File: config.mk
export PLATFORM = sky130hd
export DESIGN_NAME = cfa_core
export DESIGN_NICKNAME = d
export VERILOG_FILES = /design/src/hw/cfa_pkg.sv /design/src/hw/cfa_core.sv
export VERILOG_INCLUDE_DIRS = /design/src /design/src/hw
export SDC_FILE = /design/constraint.sdc
export NUM_CORES = 1
export LEC_CHECK = 0
export BUFFER_PORTS_ARGS = -buffer_cell sky130_fd_sc_hd__buf_2
export CAP_MARGIN = 20
export CORE_ASPECT_RATIO = 1.1
export CORE_UTILIZATION = 42
export CTS_BUF_LIST = sky130_fd_sc_hd__clkbuf_8
export DETAILED_ROUTE_END_ITERATION = 10
export MAX_ROUTING_LAYER = met4
export PLACE_DENSITY = 0.82
export SLEW_MARGIN = 20
export SYNTH_ARGS = -nofsm -noshare
export SYNTH_HDL_FRONTEND = slang
export SYNTH_SLANG_ARGS = --single-unit
File: constraint.sdc
create_clock -name clk -period 4.7 [get_ports clk]
set_clock_uncertainty 0.05 [all_clocks]
set_input_delay 0.235 -clock clk [delete_from_list [all_inputs] [get_ports clk]]
set_output_delay 0.235 -clock clk [all_outputs]
set_load 0.02 [all_outputs]
File: src/hw/cfa_params.svh
// Summary of operation
// RULE_01 - multiply/divide: overflow when result exceeds a word, always on divide by zero
// RULE_02 - logical operations always clear overflow
// RULE_03 - shift/rotate right: overflow is sticky OR of bits lost before the last
// RULE_04 - one-operand bit ops clear overflow; two-operand ops load OR of bits
// RULE_05 - ordinary operations: zero flag set exactly when result is zero
// RULE_06 - add/subtract with carry: zero only if already zero and result zero
// RULE_07 - bit ops: zero is inverted old bit or NOR; prioritize flags zero operand
// RULE_08 - table end cleared for unsuited ops, else set on most negative source
// RULE_09 - interrupt entry sets interrupted-muldiv flag when muldiv was cut short
// RULE_10 - after service the flag decides whether muldiv resumes
// RULE_11 - interrupt return overwrites the flag with the stacked value
// RULE_12 - interrupts accepted only while global enable is one
// RULE_13 - four-bit priority level, set on interrupt entry and writable by software
// RULE_14 - at level fifteen only traps and non-maskable interrupts get through
// RULE_15 - reset clears global enable and sets priority level to zero
// RULE_16 - hidden 16-bit offset moves on branch, fetch, and stack return only; code also loads the vector on interrupt entry and trap
// RULE_17 - low eight bits of segment register are the segment number
// RULE_18 - segmented: segment above offset; unsegmented: offset alone
// RULE_19 - segmented: selected count of segment bits driven on segment pins
// RULE_20 - unsegmented or single-chip: fetches restricted to segment zero
// RULE_21 - segment register changes only by segment jump/call or stack returns; code also zeroes it on interrupt entry and trap
// RULE_22 - segment register forced to zero on interrupt accept or software trap
// RULE_23 - reset clears all status flags
// RULE_24 - reset selects segmented mode
`ifndef CFA_PARAMS_SVH
`define CFA_PARAMS_SVH
`define CFA_OFS_CSEG 4'h0
`define CFA_OFS_PSW 4'h4
`define CFA_OFS_CFG 4'h8
`define CFA_PSW_V 0
`define CFA_PSW_Z 1
`define CFA_PSW_E 2
`define CFA_PSW_MULDIV_INTERRUPTED_FLAG 3
`define CFA_PSW_IEN 4
`define CFA_PSW_LVL 8
`define CFA_CFG_SGTOFF 0
`define CFA_CFG_SEGBITS 4
`define CFA_SEGBITS_RST 4'h2
`define CFA_SEGBITS_MAX 4'h8
`define CFA_LVL_TOP 4'hf
`define CFA_MINW 16'h8000
`define CFA_MINB 8'h80
`define CFA_RESP_OK 2'h0
`define CFA_RESP_ERR 2'h2
`endif

File: src/hw/cfa_pkg.sv
package cfa_pkg;
	typedef enum logic [3:0] {
		CFA_OP_NONE,
		CFA_OP_ARITH,
		CFA_OP_ADDC,
		CFA_OP_MULDIV,
		CFA_OP_LOGIC,
		CFA_OP_SHR,
		CFA_OP_SHL,
		CFA_OP_BIT1,
		CFA_OP_BIT2,
		CFA_OP_PRIOR,
		CFA_OP_MOVE
	} cfa_op_t;
	// one finished ALU or move operation
	typedef struct packed {
		logic        valid;
		cfa_op_t     cls;
		logic        isByte;
		logic [15:0] result;
		logic [15:0] srcOp;
		logic [15:0] secondOp;
		logic        bitA;
		logic        bitB;
		logic        arithOvf;
		logic        noFit;
		logic        divZero;
		logic        lostBits;
		logic        tableOk;
	} cfa_alu_t;
	// program flow events
	typedef struct packed {
		logic        irqEntry;
		logic        mulCut;
		logic [3:0]  irqLevel;
		logic [15:0] vector;
		logic        trapOp;
		logic        segJump;
		logic        segCall;
		logic        segRet;
		logic        intRet;
		logic        branch;
		logic        fetch;
		logic [2:0]  fetchLen;
		logic [15:0] ipTarget;
		logic [15:0] segTarget;
		logic [15:0] popSeg;
		logic [15:0] popIp;
		logic        popMulip;
		logic        popIen;
		logic [3:0]  popLevel;
	} cfa_flow_t;
	// request arriving at the acceptance check
	typedef struct packed {
		logic       valid;
		logic [3:0] level;
		logic       nmi;
		logic       trap;
	} cfa_irq_t;
endpackage : cfa_pkg

File: src/hw/cfa_core.sv
`timescale 1ns/1ns
`include "cfa_params.svh"
module cfa_core
	import cfa_pkg::*;
(
	// clock and reset
	input  wire logic        clk,
	input  wire logic        rst_n,
	input  wire logic        clkEn,
	// pipeline side
	input  wire cfa_alu_t    aluIn,
	input  wire cfa_flow_t   flowIn,
	input  wire cfa_irq_t    irqIn,
	input  wire logic        singleChip,
	// status and fetch path
	output logic             ovfFlag,
	output logic             zeroFlag,
	output logic             tableEnd,
	output logic             mulipFlag,
	output logic             gie,
	output logic [3:0]       prioLevel,
	output logic             irqTake,
	output logic             mulResume,
	output logic [15:0]      instrOffset,
	output logic [23:0]      codeAddr,
	output logic [7:0]       segPins,
	// AXI4-Lite slave
	input  wire logic [3:0]  s_axi_awaddr,
	input  wire logic        s_axi_awvalid,
	output logic             s_axi_awready,
	input  wire logic [31:0] s_axi_wdata,
	input  wire logic [3:0]  s_axi_wstrb,
	input  wire logic        s_axi_wvalid,
	output logic             s_axi_wready,
	output logic [1:0]       s_axi_bresp,
	output logic             s_axi_bvalid,
	input  wire logic        s_axi_bready,
	input  wire logic [3:0]  s_axi_araddr,
	input  wire logic        s_axi_arvalid,
	output logic             s_axi_arready,
	output logic [31:0]      s_axi_rdata,
	output logic [1:0]       s_axi_rresp,
	output logic             s_axi_rvalid,
	input  wire logic        s_axi_rready
);

	// zero test at operand width
	function automatic logic isZero(input logic [15:0] v, input logic b);
		isZero = b ? (v[7:0] == 8'h00) : (v == 16'h0000);
	endfunction : isZero

	// most negative value at operand width
	function automatic logic isMinNeg(input logic [15:0] v, input logic b);
		isMinNeg = b ? (v[7:0] == `CFA_MINB) : (v == `CFA_MINW);
	endfunction : isMinNeg

	// mask of segment bits driven on the pins
	function automatic logic [7:0] segMask(input logic [3:0] n);
		logic [3:0] c;
		c = (n > `CFA_SEGBITS_MAX) ? `CFA_SEGBITS_MAX : n;
		segMask = 8'hff >> (4'h8 - c); // a zero count shifts every bit out
	endfunction : segMask

	// reset release through two flops
	logic [1:0] rstPipe;
	logic       rstN;
	always_ff @(posedge clk or negedge rst_n)
	begin
		if (!rst_n)
			rstPipe <= 2'b00;
		else
			rstPipe <= {rstPipe[0], 1'b1};
	end
	assign rstN = rstPipe[1];

	// single-chip strap from a pin, two flops before use
	logic chipMeta;
	logic chipSync;
	always_ff @(posedge clk or negedge rstN)
	begin
		if (!rstN)
		begin
			chipMeta <= 1'b0;
			chipSync <= 1'b0;
		end
		else if (clkEn)
		begin
			chipMeta <= singleChip;
			chipSync <= chipMeta;
		end
	end

	// register bus state
	logic        awHeld;
	logic [3:0]  awAddr;
	logic        wHeld;
	logic [31:0] wData;
	logic [3:0]  wStrb;
	logic        next_awHeld;
	logic [3:0]  next_awAddr;
	logic        next_wHeld;
	logic [31:0] next_wData;
	logic [3:0]  next_wStrb;
	logic        next_awready;
	logic        next_wready;
	logic        next_bvalid;
	logic [1:0]  next_bresp;
	logic        next_arready;
	logic        next_rvalid;
	logic [31:0] next_rdata;
	logic [1:0]  next_rresp;
	logic        wrCommit;
	logic        swPsw;
	logic        swCfg;

	// core state
	logic [15:0] cseg;
	logic        segOff;
	logic [3:0]  segBits;
	logic        next_ovf;
	logic        next_zero;
	logic        next_tEnd;
	logic        next_muldiv_interrupted_flag;
	logic        next_gie;
	logic [3:0]  next_level;
	logic        next_take;
	logic        next_resume;
	logic [15:0] next_ip;
	logic [15:0] next_cseg;
	logic        next_segOff;
	logic [3:0]  next_segBits;
	logic [23:0] next_addr;
	logic [7:0]  next_pins;
	logic [15:0] pswView;
	logic        unseg;

	// software view of the status word
	always_comb
	begin
		pswView = 16'h0000;
		pswView[`CFA_PSW_V] = ovfFlag;
		pswView[`CFA_PSW_Z] = zeroFlag;
		pswView[`CFA_PSW_E] = tableEnd;
		pswView[`CFA_PSW_MULDIV_INTERRUPTED_FLAG] = mulipFlag;
		pswView[`CFA_PSW_IEN] = gie;
		pswView[`CFA_PSW_LVL +: 4] = prioLevel;
	end

	// write channel: address and data taken in either order, committed once both held
	always_comb
	begin
		next_awHeld = awHeld;
		next_awAddr = awAddr;
		next_wHeld = wHeld;
		next_wData = wData;
		next_wStrb = wStrb;
		next_bvalid = s_axi_bvalid;
		next_bresp = s_axi_bresp;
		wrCommit = awHeld && wHeld && !s_axi_bvalid;
		swPsw = wrCommit && (awAddr == `CFA_OFS_PSW);
		swCfg = wrCommit && (awAddr == `CFA_OFS_CFG);
		if (s_axi_awvalid && s_axi_awready)
		begin
			next_awHeld = 1'b1;
			next_awAddr = s_axi_awaddr;
		end
		if (s_axi_wvalid && s_axi_wready)
		begin
			next_wHeld = 1'b1;
			next_wData = s_axi_wdata;
			next_wStrb = s_axi_wstrb;
		end
		if (wrCommit)
		begin
			next_awHeld = 1'b0;
			next_wHeld = 1'b0;
			next_bvalid = 1'b1;
			// segment register is read-only to data writes
			next_bresp = (swPsw || swCfg) ? `CFA_RESP_OK : `CFA_RESP_ERR; // RULE_21
		end
		if (s_axi_bvalid && s_axi_bready)
			next_bvalid = 1'b0;
		next_awready = !next_awHeld;
		next_wready = !next_wHeld;
	end

	// read channel: one cycle from address to data
	always_comb
	begin
		next_arready = s_axi_arready;
		next_rvalid = s_axi_rvalid;
		next_rdata = s_axi_rdata;
		next_rresp = s_axi_rresp;
		if (s_axi_arvalid && s_axi_arready)
		begin
			next_arready = 1'b0;
			next_rvalid = 1'b1;
			next_rresp = `CFA_RESP_OK;
			unique case (s_axi_araddr)
				`CFA_OFS_CSEG: next_rdata = {16'h0000, cseg};
				`CFA_OFS_PSW: next_rdata = {16'h0000, pswView};
				`CFA_OFS_CFG: next_rdata = {24'h00_0000, segBits, 3'h0, segOff};
				default:
				begin
					next_rdata = 32'h0000_0000;
					next_rresp = `CFA_RESP_ERR;
				end
			endcase
		end
		else if (s_axi_rvalid && s_axi_rready)
		begin
			next_rvalid = 1'b0;
			next_arready = 1'b1;
		end
	end

	always_ff @(posedge clk or negedge rstN)
	begin
		if (!rstN)
		begin
			awHeld <= 1'b0;
			awAddr <= 4'h0;
			wHeld <= 1'b0;
			wData <= 32'h0000_0000;
			wStrb <= 4'h0;
			s_axi_awready <= 1'b0;
			s_axi_wready <= 1'b0;
			s_axi_bvalid <= 1'b0;
			s_axi_bresp <= 2'h0;
			s_axi_arready <= 1'b0;
			s_axi_rvalid <= 1'b0;
			s_axi_rdata <= 32'h0000_0000;
			s_axi_rresp <= 2'h0;
		end
		else if (clkEn)
		begin
			awHeld <= next_awHeld;
			awAddr <= next_awAddr;
			wHeld <= next_wHeld;
			wData <= next_wData;
			wStrb <= next_wStrb;
			s_axi_awready <= next_awready;
			s_axi_wready <= next_wready;
			s_axi_bvalid <= next_bvalid;
			s_axi_bresp <= next_bresp;
			s_axi_arready <= next_arready || (!s_axi_arready && !s_axi_rvalid);
			s_axi_rvalid <= next_rvalid;
			s_axi_rdata <= next_rdata;
			s_axi_rresp <= next_rresp;
		end
	end

	// condition flags; a software write replaces what the pipeline produced
	always_comb
	begin
		next_ovf = ovfFlag;
		next_zero = zeroFlag;
		next_tEnd = tableEnd;
		if (aluIn.valid)
		begin
			next_zero = isZero(aluIn.result, aluIn.isByte); // RULE_05
			next_tEnd = aluIn.tableOk && isMinNeg(aluIn.srcOp, aluIn.isByte); // RULE_08
			unique case (aluIn.cls)
				CFA_OP_ARITH: next_ovf = aluIn.arithOvf;
				CFA_OP_ADDC:
				begin
					next_ovf = aluIn.arithOvf;
					next_zero = zeroFlag && isZero(aluIn.result, aluIn.isByte); // RULE_06
				end
				CFA_OP_MULDIV: next_ovf = aluIn.noFit || aluIn.divZero; // RULE_01
				CFA_OP_LOGIC: next_ovf = 1'b0; // RULE_02
				CFA_OP_SHR: next_ovf = aluIn.lostBits; // RULE_03
				CFA_OP_BIT1:
				begin
					next_ovf = 1'b0; // RULE_04
					next_zero = !aluIn.bitA; // RULE_07
				end
				CFA_OP_BIT2:
				begin
					next_ovf = aluIn.bitA || aluIn.bitB; // RULE_04
					next_zero = !(aluIn.bitA || aluIn.bitB); // RULE_07
				end
				CFA_OP_PRIOR: next_zero = isZero(aluIn.secondOp, 1'b0); // RULE_07
				CFA_OP_SHL, CFA_OP_MOVE: next_ovf = ovfFlag;
				default:
				begin
					next_zero = zeroFlag;
					next_tEnd = tableEnd;
				end
			endcase
		end
		if (swPsw && wStrb[0])
		begin
			next_ovf = wData[`CFA_PSW_V];
			next_zero = wData[`CFA_PSW_Z];
			next_tEnd = wData[`CFA_PSW_E];
		end
	end

	// interrupt status; return wins over software writes, entry only over the level write
	always_comb
	begin
		next_muldiv_interrupted_flag = mulipFlag;
		next_gie = gie;
		next_level = prioLevel;
		next_resume = 1'b0;
		if (swPsw && wStrb[0])
		begin
			next_muldiv_interrupted_flag = wData[`CFA_PSW_MULDIV_INTERRUPTED_FLAG];
			next_gie = wData[`CFA_PSW_IEN];
		end
		if (swPsw && wStrb[1])
			next_level = wData[`CFA_PSW_LVL +: 4]; // RULE_13
		if (flowIn.intRet)
		begin
			next_muldiv_interrupted_flag = flowIn.popMulip; // RULE_11
			next_resume = flowIn.popMulip; // RULE_10
			next_gie = flowIn.popIen;
			next_level = flowIn.popLevel;
		end
		if (flowIn.irqEntry)
		begin
			next_muldiv_interrupted_flag = flowIn.mulCut || (swPsw ? next_muldiv_interrupted_flag : mulipFlag); // RULE_09
			next_level = flowIn.irqLevel; // RULE_13
		end
		// acceptance: enable gate, priority compare, top level lets only traps and nmi in
		next_take = irqIn.trap || irqIn.nmi; // RULE_14
		if (irqIn.valid && gie && prioLevel != `CFA_LVL_TOP) // RULE_12 RULE_14
			next_take = next_take || (irqIn.level > prioLevel);
	end

	// flags and interrupt status, all cleared on reset
	always_ff @(posedge clk or negedge rstN)
	begin
		if (!rstN)
		begin
			ovfFlag <= 1'b0; // RULE_23
			zeroFlag <= 1'b0; // RULE_23
			tableEnd <= 1'b0; // RULE_23
			mulipFlag <= 1'b0; // RULE_23
			gie <= 1'b0; // RULE_15
			prioLevel <= 4'h0; // RULE_15
			irqTake <= 1'b0;
			mulResume <= 1'b0;
		end
		else if (clkEn)
		begin
			ovfFlag <= next_ovf;
			zeroFlag <= next_zero;
			tableEnd <= next_tEnd;
			mulipFlag <= next_muldiv_interrupted_flag;
			gie <= next_gie;
			prioLevel <= next_level;
			irqTake <= next_take;
			mulResume <= next_resume;
		end
	end

	// code addressing: offset, segment register and mode
	always_comb
	begin
		next_ip = instrOffset;
		next_cseg = cseg;
		next_segOff = segOff;
		next_segBits = segBits;
		if (swCfg && wStrb[0])
		begin
			next_segOff = wData[`CFA_CFG_SGTOFF];
			next_segBits = wData[`CFA_CFG_SEGBITS +: 4];
		end
		// offset moves by fetch, branch, stack return, or to the vector on interrupt entry or trap
		if (flowIn.fetch)
			next_ip = instrOffset + {13'h0000, flowIn.fetchLen}; // RULE_16
		if (flowIn.branch || flowIn.segJump || flowIn.segCall)
			next_ip = flowIn.ipTarget; // RULE_16
		if (flowIn.segRet || flowIn.intRet)
			next_ip = flowIn.popIp; // RULE_16
		if (flowIn.irqEntry || flowIn.trapOp)
			next_ip = flowIn.vector;
		if (flowIn.segJump || flowIn.segCall)
			next_cseg = flowIn.segTarget; // RULE_21
		// unsegmented returns never pop a segment
		if ((flowIn.segRet || flowIn.intRet) && !segOff)
			next_cseg = flowIn.popSeg; // RULE_21
		if (flowIn.irqEntry || flowIn.trapOp)
			next_cseg = 16'h0000; // RULE_22
		unseg = next_segOff || chipSync;
		// the address is built from the updated offset so it tracks the next fetch
		next_addr = {unseg ? 8'h00 : next_cseg[7:0], next_ip}; // RULE_17 RULE_18 RULE_20
		next_pins = unseg ? 8'h00 : (next_cseg[7:0] & segMask(next_segBits)); // RULE_19
	end

	always_ff @(posedge clk or negedge rstN)
	begin
		if (!rstN)
		begin
			instrOffset <= 16'h0000;
			cseg <= 16'h0000;
			segOff <= 1'b0; // RULE_24
			segBits <= `CFA_SEGBITS_RST;
			codeAddr <= 24'h00_0000;
			segPins <= 8'h00;
		end
		else if (clkEn)
		begin
			instrOffset <= next_ip;
			cseg <= next_cseg;
			segOff <= next_segOff;
			segBits <= next_segBits;
			codeAddr <= next_addr;
			segPins <= next_pins;
		end
	end

endmodule : cfa_core

==> impl_metrics.env, run 1 <==
export IMPL_finalCritPeriodShare_pct=62.8
export IMPL_path_delay_family="simple AND/OR/NAND/NOR gates"
export IMPL_route_detailed_drc=0
export IMPL_switching_power_uw=1130
export IMPL_cts_buffer_depth=2
export IMPL_swShare_pct=38.0
export IMPL_hold_buffers=5
export IMPL_drtAntennaViolNets=0
export IMPL_synth_enable_flop_cells=0
export IMPL_crit_path_frequent_cell="a31oi_1"
export IMPL_cp_required_ns=4.91
export IMPL_tns_ns=0
export IMPL_arrival_ns=3.16
export IMPL_max_stage_delay_ns=0.63
export IMPL_leakagePower_uw=0.00411
export IMPL_drive_above_1_share_pct=35.8
export IMPL_drt_wl_total_um=20400
export IMPL_ys_ff_latch=111
export IMPL_slew_headroom_pct=36.6
export IMPL_crit_fanout=9
export IMPL_start_kind="flop"
export IMPL_layout_cells_non_filler=1185
export IMPL_dr_first_iter_drc_count=304
export IMPL_rsz0062_at_grt="false"
export IMPL_dp_hpwl_um=15700
export IMPL_track_usage_pct=25.4
export IMPL_fin_area_mm2=0.00834
export IMPL_clock_fmax_mhz=339
export IMPL_final_common_cell="buf_2"
export IMPL_start_util_pct=42.8
export IMPL_p_clk_share_pct=20.0
export IMPL_nNetsFinal=1214
export IMPL_ctsRootBufferMaster="clkbuf_8"
export IMPL_portBuffers=282
export IMPL_ys_flop_type="dfrtp_1"
export IMPL_rows=48
export IMPL_grt_overflow_total=0
export IMPL_comb_power_share_pct=33.7
export IMPL_cts_setup_buffers=0
export IMPL_hold_viol=0
export IMPL_netlist_instances=729
export IMPL_die_x_um=123
export IMPL_grt_max_degree=72
export IMPL_cts_tree="yes"
export IMPL_coreArea_mm2=0.0157
export IMPL_syn_cell_area_mm2=0.00671
export IMPL_endpoint_kind="flop"
export IMPL_slew_violations=0
export IMPL_antenna_found_initial=0
export IMPL_setup_violations=0
export IMPL_numCtsBuffers=9
export IMPL_via_count=6526
export IMPL_worstSetupPathType="reg2reg"
export IMPL_cp_buffers_inverters=1
export IMPL_worst_skew_pair_late_latency_ns=0.38
export IMPL_p_seq_share_pct=46.2
export IMPL_area_growth_pct=24.3
export IMPL_first_global_vias=6140
export IMPL_clkTransAtPathRegs_ns=0.11
export IMPL_place_gp_congestion=0.861
export IMPL_crit_path_top_delay_cell="or4_4"
export IMPL_final_cell_mix="282 x buf_2, 109 x dfrtp_1, 69 x nand2_1, 61 x o21ai_0, 44 x inv_1"
export IMPL_async_flop_share_pct=100
export IMPL_min_period_ns=2.95
export IMPL_status="finished clean"
export IMPL_crit_path_cell_trace="or2_4 > or4_4 > inv_1 > and3_1 > a31oi_1 > ha_1 > o21ai_0 > a31oi_1 > mux2i_1 > o32ai_1"
export IMPL_peakVddDrop_mv=0.168
export IMPL_cts_htree_levels=3
export IMPL_grt_pass1_wl_um=31400
export IMPL_die_h_um=135
export IMPL_maxCapViolations=0
export IMPL_ys_warn_count=0
export IMPL_dp_cells=1162
export IMPL_hp_class="in2reg"
export IMPL_syn_avg_cell_area_um2=9.21
export IMPL_placed_area_mm2=0.00807
export IMPL_cellPowerDensity_mw_per_mm2=356
export IMPL_p_int_uw=1840
export IMPL_tightest_slew_ns=0.943
export IMPL_clock_sinks=111
export IMPL_synth_cell_types=68
export IMPL_wl_per_cell_um=17.2
export IMPL_io_pins=323
export IMPL_fin_util_pct=53.2
export IMPL_antennaDiodeCount=0
export IMPL_cts_resized=0
export IMPL_routed_via_density=5.51
export IMPL_seq_area_frac_synth_pct=41.4
export IMPL_dieArea_mm2=0.0165
export IMPL_first_pass_iters=6
## flip-flops by register name, indices dropped and copies added, names as in the netlist, 2 cells and up
register,count
cseg,16
s_axi_rdata,16
instrOffset,15
wData,12
codeAddr,9
segPins,8
awAddr,4
prioLevel,4
segBits,4
rstPipe,2
wStrb,2
## layout make-up
| cell class | count | area (um^2) |
|---|---|---|
| multi-input combinational | 520 | 3430 |
| inverter | 43 | 161 |
| timing repair buffer | 295 | 1530 |
| clock buffer | 9 | 124 |
| sequential | 111 | 2780 |
| fill | 1483 | 7330 |
| clock inverter | 7 | 72.6 |
| tap | 200 | 250 |
## worst reg2reg max path: cells and delay by family, from the launching register on
| family | cells | cell delay (ns) |
|---|---|---|
| fa+ha+maj | 1 | 0.32 |
| compound gates | 4 | 0.49 |
| buf+inv | 1 | 0.13 |
| simple gates | 3 | 1.06 |
| mux | 1 | 0.39 |
| flops | 1 | 0.39 |
## stage by stage
step / power (uW) / setup slack, ns / hold WS [ns]
CTS: 2980 / 1.75 / 0.000623
finish: 2970 / 1.75 / 0.0322
global placement: 2350 / 1.82 / -0.0266
floorplan: 2040 / 1.33 / -0.111
detailed placement: 2380 / 1.75 / -0.0264
global route: 3160 / 1.55 / 0.00255
## cells in the mapped netlist, types with 5 or more instances
library cell,instances,area (um^2)
a211oi_1,5,37.5
a21oi_1,40,200
a221oi_1,9,78.8
a22o_1,6,52.6
a31oi_1,12,75.1
and3_1,10,62.6
buf_1,5,18.8
buf_2,8,40.0
buf_4,35,263
clkbuf_1,23,86.3
dfrtp_1,110,2750
ha_1,10,125
inv_1,43,161
mux2_2,25,282
mux2i_1,30,300
nand2_1,69,259
nand2b_1,8,50.1
nand3_1,17,85.1
nor2_1,31,116
nor2b_1,12,75.1
nor3_1,14,70.1
nor4_1,13,81.3
o211ai_1,18,135
o21ai_0,61,305
o21bai_1,5,37.5
o22ai_1,14,87.6
o31ai_1,7,52.6
o32ai_1,5,43.8
o41ai_1,5,43.8
or2_2,6,37.5
xnor2_1,6,52.6
## routing by layer
layer | track usage (%) | up-vias | part of all wire (%)
li1 | - | 3114 | -
met3 | 4.14 | 36 | 5.9
met4 | 9.01 | 0 | 2.2
met2 | 42.0 | 266 | 49
met5 | - | - | 0
met1 | 31.2 | 3110 | 43
## power groups by stage
stage	clock network, uW	logic (uW)	registers [uW]
6_report	595	1000	1370
5_1_grt	654	1100	1400
4_1_cts	614	999	1370
3_5_place_dp	0	993	1390
3_3_place_gp	0	968	1380
2_1_floorplan	0	609	1430
## final timing paths
kind | start | to | slack, ns | depth (start not counted)
worst max-delay path | awAddr[1] | segPins[6] | 1.75 | 10
min in group asynchronous | rst_n | rstPipe[1] | 0.10 | 2
worst min-delay path | s_axi_wdata[2] | wData[2] | 0.03 | 2
max in group asynchronous | rstPipe[1] | instrOffset[13] | 3.05 | 1
worst max register to register | awAddr[1] | segPins[6] | 1.75 | 10
worst min register to register | rstPipe[0] | rstPipe[1] | 0.31 | 0
## kinds of logic (layout without fill, tap and decap cells)
family          after synthesis  in the layout  share of synthesized area, %
compound gates              218            218                          21.5
simple gates                208            208                          15.8
buf+inv                     115            354                          8.65
flops                       111            111                          41.4
mux                          57             57                          9.34
fa+ha+maj                    11             11                          2.16
xor+xnor                      7              7                          1.03
other cells                   2             19                         0.112
Note: power is estimated with default switching activity, not from simulation.
==> run 2, diff against run 1 <==
ABC_AREA = 1   (was unset)
PLACE_DENSITY = 0.84   (was 0.82)
clock period = 2.6 ns   (was 4.7 ns; I/O delays follow)
==> run 2 against run 1 <==
Effect of this change: cell count rose by 22%; combinational power rose by 100%; wire length rose by 6.7%; non-clock buffer count rose by 42; worst hold slack got worse by 0.018 ns; utilization rose by 3.2 points; via count rose by 13%; clock-buffer cell count did not move; die area rose by 2.1%; sequential power rose by 73%; area after synthesis rose by 2.1%; total power rose by 83%; critical endpoint is now instrOffset[4]; highest routed layer unchanged.
==> impl_metrics.env, run 2 <==
export IMPL_yosysTopAreaCell="dfrtp_1"
export IMPL_synth_cell_types=46
export IMPL_route_detailed_drc=0
export IMPL_first_global_vias=7000
export IMPL_start_kind="flop"
export IMPL_ys_ff_latch=111
export IMPL_tns_ns=0
export IMPL_cp_depth=11
export IMPL_rr_endpoint="instrOffset[4]"
export IMPL_syn_cell_area_mm2=0.00685
export IMPL_netlist_instances=939
export IMPL_dr_max_layer_used="met4"
export IMPL_grt_pass1_wl_um=33700
export IMPL_cts_buffer_depth=2
export IMPL_nNetsFinal=1477
export IMPL_worst_skew_pair_late_latency_ns=0.40
export IMPL_top_regs="cseg: 16 flops, s_axi_rdata: 16 flops, instrOffset: 15 flops"
export IMPL_wl_per_cell_um=15.0
export IMPL_syn_avg_cell_area_um2=7.30
export IMPL_met3_length_um=1460
export IMPL_cp_buffers_inverters=3
export IMPL_area_growth_pct=30.0
export IMPL_dieArea_mm2=0.0168
export IMPL_die_x_um=124
export IMPL_worstHoldPathCells=3
export IMPL_tightest_slew_ns=0.588
export IMPL_die_h_um=136
export IMPL_clock_fmax_mhz=411
export IMPL_peakVddDrop_mv=0.560
export IMPL_async_flop_share_pct=100
export IMPL_place_gp_congestion=0.939
export IMPL_wl_met1_um=8440
export IMPL_dp_hpwl_um=15900
export IMPL_via_count=7374
export IMPL_ctsRootBufferMaster="clkbuf_8"
export IMPL_first_pass_iters=8
export IMPL_slew_headroom_pct=60.7
export IMPL_crit_path_cell_trace="ha_2 > inv_1 > fa_1 > inv_1 > nand2_1 > nand2_1 > a21oi_1 > o21ai_1 > o211ai_1 > a21oi_1 > dlygate4sd3_1"
export IMPL_path_delay_family="buffers and inverters"
export IMPL_cts_tree="yes"
export IMPL_start_util_pct=43.4
export IMPL_cellPowerDensity_mw_per_mm2=608
export IMPL_nFillCells=1447
export IMPL_crit_fanout=4
export IMPL_cp_required_ns=2.88
export IMPL_cts_htree_levels=3
export IMPL_clkTransAtPathRegs_ns=0.13
export IMPL_portBuffers=282
export IMPL_rows=48
export IMPL_drtAntennaViolNets=0
export IMPL_worst_r2r_cell_count=11
export IMPL_yosysTopAreaCellShare_pct=40.2
export IMPL_ys_flop_type="dfrtp_1"
export IMPL_arrival_ns=2.71
export IMPL_dr_first_iter_drc_count=373
export IMPL_drt_wl_total_um=21800
export IMPL_final_common_cell="buf_2"
export IMPL_routed_via_density=5.08
export IMPL_rrSetupSlack_ns=0.16
export IMPL_yosysMostFrequentCell="nand2_1"
export IMPL_dr_wl_met2_um=11300
export IMPL_finalCritPeriodShare_pct=93.7
export IMPL_rsz0062_at_grt="false"
export IMPL_hp_class="in2reg"
export IMPL_setup_violations=0
export IMPL_antenna_found_initial=2
export IMPL_grt_max_degree=46
export IMPL_max_stage_delay_ns=0.56
export IMPL_synth_enable_flop_cells=0
export IMPL_drive_above_1_share_pct=28.5
export IMPL_synth_area_top_cells="dfrtp_1 40%, nand2_1 15%, nor2_1 6.0%, a21oi_1 5.2%, inv_1 4.9%"
export IMPL_ys_warn_count=0
export IMPL_seq_area_frac_synth_pct=40.6
export IMPL_track_usage_pct=26.7
export IMPL_io_pins=323
export IMPL_coreArea_mm2=0.0158
export IMPL_hold_viol=0
export IMPL_final_cell_mix="282 x buf_2, 265 x nand2_1, 109 x nor2_1, 109 x dfrtp_1, 89 x inv_1"
export IMPL_maxCapViolations=0
export IMPL_status="finished clean"
export IMPL_worstHoldStart="flowIn[49]"
export IMPL_whs_endpoint="cseg[11]"
export IMPL_pre_cts_slack_ns=0.447
export IMPL_netlist_top_cells_count="265 x nand2_1, 110 x dfrtp_1, 109 x nor2_1"
export IMPL_endpoint_kind="flop"
export IMPL_slew_violations=0
export IMPL_numCtsBuffers=9
export IMPL_worstSetupPathType="reg2reg"
export IMPL_leakagePower_uw=0.00472
export IMPL_clock_sinks=111
export IMPL_worst_slack_ns=0.165
export IMPL_r2r_start="instrOffset[0]"
export IMPL_min_period_ns=2.44
export IMPL_grt_overflow_total=0
export IMPL_crit_path_top_delay_cell="dlygate4sd3_1"
## run 2: cell count changes in the layout (fill, tap and decap cells not counted), sizes merged, moves of 13 or more
cell / previous run / this run
dlygate4sd3: 7 / 48
a21oi: 40 / 82
nor3: 15 / 2
nand3: 17 / 41
nand2: 70 / 273
mux2i: 32 / 0
mux2: 25 / 0
nor2: 31 / 120
inv: 45 / 103
## run 2: worst max path at each step
stage                         startpoint               to  slack [ns]
after global routing      instrOffset[0]   instrOffset[4]        0.02
after detailed placement       awAddr[2]       segPins[7]        0.45
after global placement    instrOffset[0]  instrOffset[10]        0.53
after CTS                 instrOffset[0]   instrOffset[4]        0.09
after floorplan           instrOffset[0]  instrOffset[10]        0.57
final                     instrOffset[0]   instrOffset[4]        0.16
## run 2: report_power, final
group	switching (uW)	internal [uW]	leakage, uW
Combinational	1320	712	0.00322
Clock	660	362	0.0000906
Sequential	294	2070	0.00141
Total	2280	3150	0.00472
## run 2: worst register-to-register path: stages (launching register included)
cell	delay, ns
dfrtp_1	0.40
ha_2	0.22
inv_1	0.06
fa_1	0.39
inv_1	0.07
nand2_1	0.04
nand2_1	0.13
a21oi_1	0.08
o21ai_1	0.15
o211ai_1	0.10
a21oi_1	0.14
dlygate4sd3_1	0.56
## run 2: layout make-up
class                           count  area (um^2)  share of cell area [%]
Tap cell                          200          250                    2.81
Sequential cell                   111         2780                    31.2
Multi-Input combinational cell    684         3350                    37.6
Clock inverter                      7         56.3                   0.632
Clock buffer                        9          124                    1.39
Antenna cell                        3         7.51                  0.0842
Timing Repair Buffer              337         1960                    22.0
Inverter                          100          383                    4.30
## run 2: what timing repair did
item	CTS	global route
endpoints found under the setup margin	0	1
endpoints found under the hold margin	46	0
setup buffers	0	0
gates resized for setup	0	2
hold buffers	48	0
## run 2: metrics by stage
stage               std cells  cell area [um^2]  hold slack, ns  power (uW)  utilization (%)
floorplan                 956              6920          -0.216        3750                -
detailed placement       1384              8240          -0.133        4350             52.2
global placement         1384              8240          -0.134        4280             52.2
CTS                      1448              8900         0.00335        5420             56.4
finish                   1451              8910          0.0143        5420             56.4
global route             1450              8910          0.0175        5800             56.4
## run 2: metal layers
metal | track usage [%] | vias up
li1 | - | 3606
met1 | 29.2 | 3385
met2 | 46.8 | 332
met3 | 5.03 | 51
met4 | 11.6 | 0
met5 | - | -
## run 2: cell families (layout without fill, tap and decap cells)
group	count (synthesis)	count (layout)	share of synthesized area, %
AND/OR/NAND/NOR	454	454	28.5
flip-flops	111	111	40.6
XOR/XNOR	1	1	0.128
buffers and inverters	161	453	11.5
adder cells (fa/ha/maj)	11	11	2.12
other	2	22	0.110
AO/OA/AOI/OAI	199	199	17.1
==> run 3, diff against run 2 <==
PLACE_DENSITY = unset   (was 0.84)
PLACE_DENSITY_LB_ADDON = 0.1   (was unset)
==> run 3 against run 2 <==
Effect of this change: sequential power barely moved; critical endpoint is now instrOffset[10]; worst hold slack got worse by 0.00082 ns; first-iteration DRC count fell by 6.2%; via count fell by 3.4%; largest power group unchanged; sequential share of layout area fell by 0.23 points; critical path depth rose by 3; non-clock buffer count rose by 6; setup slack improved by 0.30 ns; cell count rose by 0.34%; cell area rose by 0.73%; wire length fell by 1.1%; highest routed layer unchanged.
==> impl_metrics.env, run 3 (synthesis results as in run 2) <==
export IMPL_cts_htree_levels=3
export IMPL_rsz0062_at_grt="false"
export IMPL_clock_sinks=111
export IMPL_rows=48
export IMPL_worstSetupPathType="reg2reg"
export IMPL_cts_setup_buffers=0
export IMPL_io_pins=323
export IMPL_maxCapViolations=0
export IMPL_switching_power_uw=2240
export IMPL_drt_wl_total_um=21500
export IMPL_leakagePower_uw=0.00476
export IMPL_hp_class="in2reg"
export IMPL_min_period_ns=2.13
export IMPL_dieArea_mm2=0.0168
export IMPL_track_usage_pct=26.9
export IMPL_setup_violations=0
export IMPL_clkTransAtPathRegs_ns=0.11
export IMPL_tightest_slew_ns=0.614
export IMPL_routed_via_density=4.89
export IMPL_pre_cts_slack_ns=0.493
export IMPL_first_pass_iters=5
export IMPL_p_clk_share_pct=19.4
export IMPL_drive_above_1_share_pct=28.3
export IMPL_coreArea_mm2=0.0158
export IMPL_layout_cells_non_filler=1456
export IMPL_cp_required_ns=2.88
export IMPL_worst_slack_ns=0.470
export IMPL_wl_per_cell_um=14.8
export IMPL_nNetsFinal=1483
export IMPL_slew_violations=0
export IMPL_cellPowerDensity_mw_per_mm2=607
export IMPL_route_detailed_drc=0
export IMPL_tns_ns=0
export IMPL_numCtsBuffers=9
export IMPL_dr_first_iter_drc_count=350
export IMPL_p_seq_share_pct=43.2
export IMPL_fin_area_mm2=0.00898
export IMPL_comb_power_share_pct=37.4
export IMPL_fin_util_pct=56.8
export IMPL_cts_buffer_depth=2
export IMPL_ctsRootBufferMaster="clkbuf_8"
export IMPL_placed_area_mm2=0.00825
export IMPL_die_h_um=136
export IMPL_dp_hpwl_um=16600
export IMPL_worst_r2r_cell_count=14
export IMPL_final_common_cell="buf_2"
export IMPL_drtAntennaViolNets=0
export IMPL_grt_max_degree=45
export IMPL_antenna_found_initial=2
export IMPL_first_global_vias=6762
export IMPL_start_kind="flop"
export IMPL_endpoint_kind="flop"
export IMPL_arrival_ns=2.41
export IMPL_finalCritPeriodShare_pct=81.9
export IMPL_cts_tree="yes"
export IMPL_peakVddDrop_mv=0.433
export IMPL_clock_fmax_mhz=469
export IMPL_slew_headroom_pct=59.1
export IMPL_cts_resized=0
export IMPL_crit_fanout=7
export IMPL_via_count=7120
export IMPL_portBuffers=282
export IMPL_start_util_pct=43.4
export IMPL_place_gp_congestion=0.907
export IMPL_hold_viol=0
export IMPL_worst_skew_pair_late_latency_ns=0.39
export IMPL_area_growth_pct=31.0
export IMPL_swShare_pct=41.1
export IMPL_p_int_uw=3210
export IMPL_grt_overflow_total=0
export IMPL_dp_cells=1385
export IMPL_worstHoldPathCells=3
export IMPL_status="finished clean"
export IMPL_final_cell_mix="282 x buf_2, 265 x nand2_1, 109 x nor2_1, 109 x dfrtp_1, 90 x inv_1"
export IMPL_die_x_um=124
export IMPL_grt_pass1_wl_um=33600
export IMPL_top_regs="cseg: 16 flops, s_axi_rdata: 16 flops, instrOffset: 15 flops"
run 3: through the flow:
step | hold slack [ns] | total power (uW)
floorplan | -0.216 | 3750
global placement | -0.134 | 4320
detailed placement | -0.132 | 4360
CTS | 0.000124 | 5490
global route | 0.0156 | 5850
finish | 0.0135 | 5450
run 3: worst max-delay path, cell delays in order (launching register included):
cell and delay, ns:
dfrtp_1 0.40, ha_1 0.21, inv_1 0.06, fa_1 0.39
inv_1 0.07, nand2_1 0.04, nand2_1 0.13, nand2_1 0.10
inv_2 0.13, nand2_1 0.09, o21bai_1 0.13, nand2_1 0.06
nand2_1 0.05, nand2_1 0.04, a21oi_1 0.11
run 3: what timing repair did:
item                       4_1_cts  5_1_grt
hold endpoints to repair        51        0
setup endpoints to repair        0        0
hold buffers                    53        0
run 3: layout make-up:
class                   count  area [um^2]
flip-flops and latches    111         2780
fillers                  1544         6820
well taps                 200          250
multi-input cells         684         3350
repair buffers            343         2010
diodes                      2         5.00
clock inverters             5         41.3
clock buffers              11          151
inverters                 100          383
run 3: power by group through the flow:
stage | combinational (uW) | clock (uW) | sequential (uW)
after floorplan | 1250 | 0 | 2510
after global placement | 1940 | 0 | 2380
after detailed placement | 1970 | 0 | 2390
after CTS | 2050 | 1090 | 2350
after global routing | 2290 | 1150 | 2400
final | 2040 | 1060 | 2350
run 3: final timing paths:
kind | start | end | slack [ns]
max reg2reg | instrOffset[0] | instrOffset[10] | 0.47
min in group asynchronous | rstPipe[1] | codeAddr[23] | 0.30
max in group asynchronous | rstPipe[1] | s_axi_rvalid | 1.42
max | instrOffset[0] | instrOffset[10] | 0.47
min reg2reg | rstPipe[1] | codeAddr[23] | 0.30
min | flowIn[10] | instrOffset[4] | 0.01
run 3: layer usage:
| layer | vias to the layer above | GRT usage (%) | part of all wire (%) |
|---|---|---|---|
| li1 | 3614 | - | - |
| met1 | 3218 | 31.1 | 41 |
| met2 | 250 | 45.9 | 50 |
| met3 | 38 | 4.57 | 6.1 |
| met5 | - | - | 0 |
| met4 | 0 | 10.6 | 2.4 |
